`config.mk`:
```
export PLATFORM = sky130hd
export DESIGN_NAME = dda_host_port
export DESIGN_NICKNAME = d
export VERILOG_FILES = /design/src/design/dda_pkg.sv /design/src/design/dda_sync.sv /design/src/design/dda_host_port.sv
export VERILOG_INCLUDE_DIRS = /design/src /design/src/design
export SDC_FILE = /design/constraint.sdc
export NUM_CORES = 1
export LEC_CHECK = 0
export BUFFER_PORTS_ARGS = -buffer_cell sky130_fd_sc_hd__buf_2
export CAP_MARGIN = 15
export CORE_UTILIZATION = 55
export CTS_BUF_LIST = sky130_fd_sc_hd__clkbuf_8 sky130_fd_sc_hd__clkbuf_16
export CTS_CLUSTER_DIAMETER = 100
export DETAILED_ROUTE_END_ITERATION = 8
export PLACE_DENSITY = 0.83
export SLEW_MARGIN = 20
export SYNTH_ARGS = -nofsm -noshare
export SYNTH_HDL_FRONTEND = slang
export SYNTH_SLANG_ARGS = --single-unit
```
`constraint.sdc`:
```
create_clock -name clk -period 4.55 [get_ports clk]
set_input_delay 0.2275 -clock clk [delete_from_list [all_inputs] [get_ports clk]]
set_output_delay 0.2275 -clock clk [all_outputs]
set_load 0.1 [all_outputs]
```
`src/design/dda_regs.svh`:
```
// Purpose: named constants for the converter host port.
// Assumes: 25 MHz system clock, 8-bit data path.
// Notes:   definitions only; included by bare name.
`ifndef DDA_REGS_SVH
`define DDA_REGS_SVH

// ----------------------------------------------------------------
// Widths and reset values
// ----------------------------------------------------------------
`define DDA_DW         8
`define DDA_LATCH_RST  8'h00
`define DDA_SAR_RST    8'h00
`define DDA_SAR_MSB    8'h80
`define DDA_BIT_MSB    3'h7
`define DDA_BIT_LSB    3'h0

// ----------------------------------------------------------------
// Timing
// ----------------------------------------------------------------
`define DDA_CLK_NS      40
`define DDA_T_CONV_NS   2000
`define DDA_CONV_BITS   8
// Longest time per bit, rounded down to whole clocks
`define DDA_CYC_PER_BIT ((`DDA_T_CONV_NS) / ((`DDA_CONV_BITS) * (`DDA_CLK_NS)))
`define DDA_DIV_W       8

`endif

```
`src/design/dda_pkg.sv`:
```
// Purpose: shared types of the converter host port.
// Assumes: pin bundle is sampled asynchronously.
// Notes:   constants live in dda_regs.svh.
package dda_pkg;

   // ----------------------------------------------------------------
   // Host pin bundle, all asynchronous to clk
   // ----------------------------------------------------------------
   typedef struct packed {
      logic       cs_n;
      logic       store_n;
      logic       rd_n;
      logic       chan;
      logic       sample_trigger_n;
      logic       clear_n;
      logic [7:0] data;
   } dda_pins_t;

   // ----------------------------------------------------------------
   // Conversion sequencer states
   // ----------------------------------------------------------------
   typedef enum logic [0:0] {
      DDA_IDLE = 1'b0,
      DDA_CONV = 1'b1
   } dda_state_t;

endpackage

```
`src/design/dda_sync.sv`:
```
// Purpose: two-flop synchroniser for a bundle of pin levels.
// Assumes: each bit is an independent level.
// Notes:   first stage is read only by the second stage.
module dda_sync #(
   parameter int W = 14
) (
   // Clock and reset
   input  wire logic         clk,
   input  wire logic         reset,
   // Levels
   input  wire logic [W-1:0] d,
   output logic      [W-1:0] q
);
   logic [W-1:0] meta_reg;

   initial begin
      if (W < 1) $error("dda_sync: width must be at least one");
   end

   // Two stages; idle reset value is all ones (inactive pins)
   always_ff @(posedge clk) begin
      if (reset) begin
         meta_reg <= {W{1'b1}};
         q        <= {W{1'b1}};
      end else begin
         meta_reg <= d;
         q        <= meta_reg;
      end
   end

endmodule

```
`src/design/dda_host_port.sv`:
```
// Purpose: host port of a dual output / single input 8-bit converter.
// Assumes: pins asynchronous to clk; comparator result on clk domain.
// Notes:   analog parts live outside; sar_trial feeds the comparator.
`include "dda_regs.svh"

module dda_host_port #(
   parameter int DIV = `DDA_CYC_PER_BIT
) (
   // Clock and reset
   input  wire logic                 clk,
   input  wire logic                 reset,
   // Host pins
   input  wire dda_pkg::dda_pins_t   pins,
   output logic [`DDA_DW-1:0]        data_out,
   output logic                      data_oe_n,
   output logic                      busy_n,
   output logic                      int_n,
   // Output latches
   output logic [`DDA_DW-1:0]        first_output_latch,
   output logic [`DDA_DW-1:0]        second_output_latch,
   // Analog side
   input  wire logic                 cmp_keep,
   output logic [`DDA_DW-1:0]        sar_trial,
   output logic                      track_hold
);
   import dda_pkg::*;

   localparam int CONV_CYC = `DDA_CONV_BITS * DIV;

   initial begin
      if (DIV < 1 || DIV >= (1 << `DDA_DIV_W))
         $error("dda_host_port: DIV out of range");
   end

   // ----------------------------------------------------------------
   // Helpers
   // ----------------------------------------------------------------
   function automatic logic fell(input logic prev, input logic cur);
      fell = prev & ~cur;
   endfunction

   function automatic logic rose(input logic prev, input logic cur);
      rose = ~prev & cur;
   endfunction

   // ----------------------------------------------------------------
   // Pin synchronisation
   // ----------------------------------------------------------------
   dda_pins_t s;
   dda_pins_t p_reg;

   dda_sync #(.W($bits(dda_pins_t))) u_sync (
      .clk   (clk),
      .reset (reset),
      .d     (pins),
      .q     (s)
   );

   // Previous synced sample for edge detection
   always_ff @(posedge clk) begin
      if (reset) p_reg <= '1;
      else       p_reg <= s;
   end

   logic rd_act;
   logic rd_act_prev;
   logic store_edge;
   logic trig_fall;
   logic rd_fall;
   logic read_end;

   assign rd_act      = ~s.cs_n & ~s.rd_n;
   assign rd_act_prev = ~p_reg.cs_n & ~p_reg.rd_n;
   // Chip select taken from the sample before the edge, so a select arriving with the edge does not load
   assign store_edge  = rose(p_reg.store_n, s.store_n) & ~p_reg.cs_n;
   assign trig_fall   = fell(p_reg.sample_trigger_n, s.sample_trigger_n);
   assign rd_fall     = fell(p_reg.rd_n, s.rd_n) & ~s.cs_n;
   assign read_end    = fell(rd_act_prev, rd_act);

   // ----------------------------------------------------------------
   // Output latches
   // ----------------------------------------------------------------
   // Clear pin wins over a store in the same cycle
   always_ff @(posedge clk) begin
      if (reset || !s.clear_n) begin
         first_output_latch  <= `DDA_LATCH_RST;
         second_output_latch <= `DDA_LATCH_RST;
      end else if (store_edge) begin
         if (!p_reg.chan) first_output_latch  <= p_reg.data;
         else             second_output_latch <= p_reg.data;
      end
   end

   // ----------------------------------------------------------------
   // Mode detection
   // ----------------------------------------------------------------
   // A trigger that never falls is taken as tied high
   logic trig_seen_reg;

   always_ff @(posedge clk) begin
      if (reset)          trig_seen_reg <= 1'b0;
      else if (trig_fall) trig_seen_reg <= 1'b1;
   end

   logic mode2;
   assign mode2 = ~trig_seen_reg & s.sample_trigger_n;

   // ----------------------------------------------------------------
   // Conversion sequencer
   // ----------------------------------------------------------------
   dda_state_t          state_reg;
   logic [`DDA_DIV_W-1:0] div_reg;
   logic [2:0]          bit_reg;
   logic [`DDA_DW-1:0]  sar_reg;
   logic [`DDA_DW-1:0]  result_reg;
   logic                start;
   logic                tick;
   logic                done;
   logic [`DDA_DW-1:0]  sar_next;

   // A retrigger while busy is ignored rather than restarting
   assign start = (state_reg == DDA_IDLE) &
                  ((trig_fall & ~mode2) | (rd_fall & mode2));
   assign tick  = (state_reg == DDA_CONV) &&
                  (div_reg == `DDA_DIV_W'(DIV - 1));
   assign done  = tick && (bit_reg == `DDA_BIT_LSB);

   // Keep or drop current trial bit, then try the next lower one
   always_comb begin
      sar_next = sar_reg;
      if (!cmp_keep) sar_next[bit_reg] = 1'b0;
      if (bit_reg != `DDA_BIT_LSB) sar_next[bit_reg - 3'h1] = 1'b1;
   end

   always_ff @(posedge clk) begin
      if (reset) begin
         state_reg <= DDA_IDLE;
      end else begin
         unique case (state_reg)
            DDA_IDLE: if (start) state_reg <= DDA_CONV;
            DDA_CONV: if (done)  state_reg <= DDA_IDLE;
         endcase
      end
   end

   // Bit clock divider
   always_ff @(posedge clk) begin
      if (reset || state_reg == DDA_IDLE || tick) div_reg <= '0;
      else                                         div_reg <= div_reg + 1'b1;
   end

   // Eight bit decisions, MSB first
   always_ff @(posedge clk) begin
      if (reset) begin
         bit_reg <= `DDA_BIT_MSB;
         sar_reg <= `DDA_SAR_RST;
      end else if (start) begin
         bit_reg <= `DDA_BIT_MSB;
         sar_reg <= `DDA_SAR_MSB;
      end else if (done) begin
         sar_reg <= `DDA_SAR_RST;
      end else if (tick) begin
         bit_reg <= bit_reg - 3'h1;
         sar_reg <= sar_next;
      end
   end

   // Result only changes at the end, so old data shows meanwhile
   always_ff @(posedge clk) begin
      if (reset)     result_reg <= `DDA_LATCH_RST;
      else if (done) result_reg <= sar_next;
   end

   assign busy_n     = (state_reg == DDA_IDLE);
   assign track_hold = (state_reg == DDA_CONV);
   assign sar_trial  = sar_reg;

   // ----------------------------------------------------------------
   // Completion flag
   // ----------------------------------------------------------------
   // Completion beats a clear arriving in the same cycle
   always_ff @(posedge clk) begin
      if (reset)                        int_n <= 1'b1;
      else if (done)                    int_n <= 1'b0;
      else if (!s.clear_n || read_end)  int_n <= 1'b1;
   end

   // ----------------------------------------------------------------
   // Read data
   // ----------------------------------------------------------------
   always_ff @(posedge clk) begin
      if (reset) begin
         data_out  <= `DDA_LATCH_RST;
         data_oe_n <= 1'b1;
      end else begin
         data_out  <= result_reg;
         data_oe_n <= ~rd_act;
      end
   end

   logic [15:0] busy_len;
   always_ff @(posedge clk) begin
      if (reset || busy_n) busy_len <= '0;
      else                 busy_len <= busy_len + 16'h1;
   end
endmodule

```
; Word level (Yosys, flattened, before mapping)
; Cells that the tools add are included.
; Widths: inputs -> output; s select.
[word_totals]
register_bits = 96
wordCells = 87
[op_classes]
add_sub_neg = 2
magnitude_cmp = 4
eq_ne = 1
mux = 14
bitwise_logic = 28
reduce_logical = 18
[ops]
columns = operator, count
row1 = $mux 8, 5
row2 = $and 1x1->1, 12
row3 = $not 1->1, 12
row4 = $add 8x1->8 const B, 1
row5 = $and 8x8->8, 1
row6 = $eq 8x3->1 const B, 1
row7 = $lt 3x4->1 const B, 2
row8 = $not 8->8, 1
row9 = $or 8x8->8, 1
row10 = $demux 1 s3, 2
row11 = $ge 3x1->1 const B, 2
row12 = $mux 1, 6
row13 = $reduce_and 2->1, 3
row14 = $reduce_bool 3->1, 2
row15 = $logic_and 1x1->1, 4
row16 = $logic_or 1x1->1, 4
row17 = $logic_not 3->1, 1
row18 = $reduce_or 3->1, 1
row19 = $sub 3x1->3 const B, 1
row20 = $pmux 1 s2, 1
row21 = $reduce_bool 2->1, 1
row22 = $reduce_or 2->1, 1
row23 = $logic_not 1->1, 1
row24 = $or 1x1->1, 1

; Longest topological paths before layout
[logic_depth]
depth_word = 12
depth_mapped = 8
ltp_nobuf = 6

; Cells and area by module
; A second synthesis with hierarchy kept.
[unflattened]
cells_unflattened = 344
hier_area_um2 = 3439.5
[modules_own_cells]
columns = module, n_inst, cells_per_inst, area_each_um2, seq_area_each_um2
row1 = dda_host_port, 1, 286, 2681.3, 1361.3
row2 = dda_sync, 1, 58, 758.2, 560.5

; Worst setup path before layout
; Ideal clock, no wire load.
[synth_path]
path_kind = register to register
startpoint = register state_reg (netlist: track_hold)
endpoint = register div_reg[2]
arrival_ns = 2.490
required_ns = 4.485
path_slack_ns = 1.996
stages_incl_launch_ff = 5
path_buffers = 1
synth_period_minus_slack_ns = 2.554
path_cell_list = dfxtp_1 > inv_1 > or3_1 > clkbuf_1 > nor2_1
[synth_between]
elab_chain_cells = 3
elab_cells_between_ends = 4
[synth_rtl]
columns = element, line
row1 = "start, declared", dda_host_port.sv:111  ; dda_state_t state_reg;
row2 = "start signal, assigned", dda_host_port.sv:137  ; state_reg <= DDA_IDLE;
row3 = "start signal, assigned", dda_host_port.sv:140  ; DDA_IDLE: if (start) state_reg <= DDA_CONV;
row4 = "start signal, assigned", dda_host_port.sv:141  ; DDA_CONV: if (done) state_reg <= DDA_IDLE;
row5 = $not 1->1, n/a
row6 = net busy_n, dda_host_port.sv:16  ; output logic busy_n,
row7 = $logic_or 1x1->1, n/a
row8 = $logic_or 1x1->1, dda_host_port.sv:148  ; if (reset || state_reg == DDA_IDLE || tick) div_reg <= '0;
row9 = "end signal, assigned", dda_host_port.sv:149  ; else div_reg <= div_reg + 1'b1;
row10 = "end, declared", dda_host_port.sv:112  ; logic [`DDA_DIV_W-1:0] div_reg;
; The timed path passes the listed nets, and every way through them passes these cells.
; A chain may end at the register's enable or synchronous reset.

; Worst setup path after layout
[layout_path]
startpoint = register bit_reg[0]
endpoint = register result_reg[6]
[layout_between]
elab_chain_cells = 9
elab_cells_between_ends = 19
[layout_rtl]
columns = element, line
row1 = "start, declared", dda_host_port.sv:113  ; logic [2:0] bit_reg;
row2 = "start signal, assigned", dda_host_port.sv:155  ; bit_reg <= `DDA_BIT_MSB;
row3 = "start signal, assigned", dda_host_port.sv:158  ; bit_reg <= `DDA_BIT_MSB;
row4 = "start signal, assigned", dda_host_port.sv:163  ; bit_reg <= bit_reg - 3'h1;
row5 = branches (longest 9 deep; another with $lt 3x4->1), n/a
row6 = "end signal, assigned", dda_host_port.sv:170  ; if (reset) result_reg <= `DDA_LATCH_RST;
row7 = "end signal, assigned", dda_host_port.sv:171  ; else if (done) result_reg <= sar_next;
row8 = "end, declared", dda_host_port.sv:115  ; logic [`DDA_DW-1:0] result_reg;
; Parallel ways; which one is timed is not known.

==> reports/results.ini <==
[outcome]
status = finished with violations
failed_checks = design-rule violations

[grt]
grt_max_degree = 66
grt_pass1_wl_um = 10040
grt_pass1_vias = 2156
grtUsageTotal_pct = 20.56
antenna_found_initial = 0
gr-total-overflow = 0

[synthesis]
seq_area_frac_synth_pct = 57.21
synth_area_um2 = 3359
synth_nets = 357
async_flop_share_pct = 0
avgSynthCellArea_um2 = 9.998
synth_flop_cell = dfxtp_1
syn_inst = 336
synth_warnings = 0
synth_edf_count = 0
ys_ff_latch = 96
synthDistinctLibCells = 49

[cells_and_area]
finalNonFillerCells = 462
nFillCells = 465
antennaDiodeCount = 0
design_area_um2 = 3826
final_core_util_pct = 64.62
area_delta_synth_final_pct = 13.89
drive_gt1_share_pct = 30.49
fin_nets = 403

[pwr]
ir_drop_uv = 236.0
seq_power_share_pct = 60.5
p_per_area_nw_per_um2 = 373.0
cellLeakagePower_nw = 1.557
switching_share_pct = 23.47
p_int_mw = 1.092
switching_power_uw = 335.0
clkPwrFrac_pct = 35.6
power_frac_comb_pct = 3.9

[setup_path]
cp.depth = 6
crit_buf_inv = 1
reg2reg_from = bit_reg[0]
cp_top_family = simple AND/OR/NAND/NOR gates
r2r_end = result_reg[6]
crit_required_ns = 4.85
crit_type = reg -> reg
slowest_delay_ns = 0.66
slowest_stage = nor2b_1
rr_worst_depth = 6
cp-start-kind = flop
path_cells = inv_1 > ha_1 > nor2b_1 > nand3_1 > a2111oi_0 > a21o_1
arrival_ns = 2.98
worstPathMaxFanout = 13
crit_path_end_kind = flop
r2r_slack_ns = 1.87

[cts]
htree_levels = 3
cts.sinks = 96
ctsResizeCount = 0
ctsHoldBuffers = 0
path_clk_slew_ns = 0.09
postCtsSetupRepairBufs = 0
cts_tree = yes
cts_root_buf = clkbuf_8
clkLatencyLatePin_ns = 0.35
numCtsBuffers = 9
cts_buffer_depth = 2

[floorplanning]
core_um2 = 5921
die_height_um = 80.16
dieArea_um2 = 6425
initial_core_util_pct = 56.74
io_pins = 53
rows = 28
die_w_um = 80.16

[sta]
tns_ns = 0
period_share_pct = 58.83
finalSetupViolations = 0
worst_pin_slew_ns = 0.8673
max_freq_mhz = 373.6
relSlewSlack_pct = 42.18
layout_min_cycle_time_ns = 2.677
hold_viol = 0
drv_slew = 0
rsz0062_at_grt = no
fin_skew_ns = 0.008226

[min_path]
holdCritStartpoint = pins[7]
hp-class = in -> reg
whs_endpoint = u_sync.meta_reg[7]
hold_path_depth = 2

[drt]
drt-total-wl_um = 6069
dr.pass1.iters = 6
drt_iter0_drc = 146
ant_nets = 0
drcViolationCount = 1
routedWlPerCell_um = 13.14
viasPerCell = 5.108
num_vias = 2360

[placement]
place_area_um2 = 3646
place_congestion = 0.8819
dpl.hpwl_um = 4118
numPortBuffers = 52
place_inst = 446

[job]
max-cap-violations = 0

power by group through the flow:
stage / combinational, mW / clock, mW / sequential, mW
2_1_floorplan: 0.0330 / 0 / 0.890
3_3_place_gp: 0.0547 / 0 / 0.882
3_5_place_dp: 0.0563 / 0 / 0.883
4_1_cts: 0.0560 / 0.518 / 0.864
5_1_grt: 0.0611 / 0.551 / 0.866
6_report: 0.0554 / 0.508 / 0.864
cell type report:
| cell class | count | area (um2) | area share (%) |
|---|---|---|---|
| well taps | 75 | 93.84 | 2.453 |
| repair buffers | 53 | 267.8 | 6.998 |
| clock buffers | 10 | 137.6 | 3.597 |
| flip-flops and latches | 96 | 1922 | 50.23 |
| multi-input cells | 212 | 1325 | 34.63 |
| clock inverters | 6 | 42.54 | 1.112 |
| inverters | 10 | 37.54 | 0.9810 |
cells in the final DEF (no fill, tap or decap), types with 2 or more instances in the layout:
cell	instances
dfxtp_1	96
buf_2	52
or2_2	42
nor2_1	32
nand2_1	25
a21oi_1	19
inv_1	11
clkbuf_8	10
nor2b_1	9
nand3_1	9
mux2i_1	8
xor2_1	6
nor3_1	6
a211oi_1	4
ha_1	4
nand2b_1	3
or3_1	3
and3_1	2
xnor2_1	2
nor3b_1	2
nand3b_1	2
o21ai_0	2
a21o_1	2
a2bb2oi_1	2
o311a_1	2
o31ai_1	2
a311oi_1	2
inv_6	2
cells by family after synthesis:
logic type	Yosys count	share of synthesized area [%]
and+or+nand+nor	145	23.72
DFF	96	57.21
AOI/OAI and AO/OA	46	9.237
buffers and inverters	28	3.538
muxes	9	2.719
xor gates and xnor gates	8	2.086
adders and majority gates	4	1.490
how the worst max path moves through the flow:
stage / startpoint / slack [ns] / endpoint
2_1_floorplan: track_hold / 2.00 / div_reg[2]
3_3_place_gp: bit_reg[0] / 2.12 / result_reg[6]
3_5_place_dp: bit_reg[0] / 1.92 / result_reg[6]
4_1_cts: bit_reg[0] / 1.86 / result_reg[6]
5_1_grt: bit_reg[0] / 1.66 / result_reg[6]
6_report: bit_reg[0] / 1.87 / result_reg[6]
synthesized netlist by cell type (3+ instances only):
| cell type | n | area [um2] |
|---|---|---|
| a211oi_1 | 4 | 30.03 |
| a21oi_1 | 19 | 95.09 |
| buf_4 | 3 | 22.52 |
| clkbuf_1 | 13 | 48.80 |
| dfxtp_1 | 96 | 1922 |
| ha_1 | 4 | 50.05 |
| inv_1 | 10 | 37.54 |
| mux2i_1 | 8 | 80.08 |
| nand2_1 | 25 | 93.84 |
| nand2b_1 | 3 | 18.77 |
| nand3_1 | 9 | 45.04 |
| nor2_1 | 32 | 120.1 |
| nor2b_1 | 9 | 56.30 |
| nor3_1 | 6 | 30.03 |
| or2_2 | 42 | 262.8 |
| or3_1 | 3 | 18.77 |
| xor2_1 | 6 | 52.55 |
metrics by stage:
| stage | worst slack [ns] | hold slack [ns] | power, mW |
|---|---|---|---|
| final | 1.873 | 0.04994 | 1.427 |
| after global routing | 1.659 | 0.04009 | 1.478 |
| after floorplan | 1.996 | 0.3313 | 0.9235 |
| after global placement | 2.122 | 0.3916 | 0.9370 |
| after detailed placement | 1.916 | 0.3936 | 0.9395 |
| after CTS | 1.864 | 0.03515 | 1.437 |
routing by layer:
metal  GRT usage [%]  part of all wire, %  vias to the layer above
met1           27.14                   47                     1060
li1                -                    -                     1215
met5               0                    0                        -
met4           10.54                  2.0                        0
met3           4.318                  6.1                       12
met2           31.62                   45                       73
(Power assumes the default switching activity.)
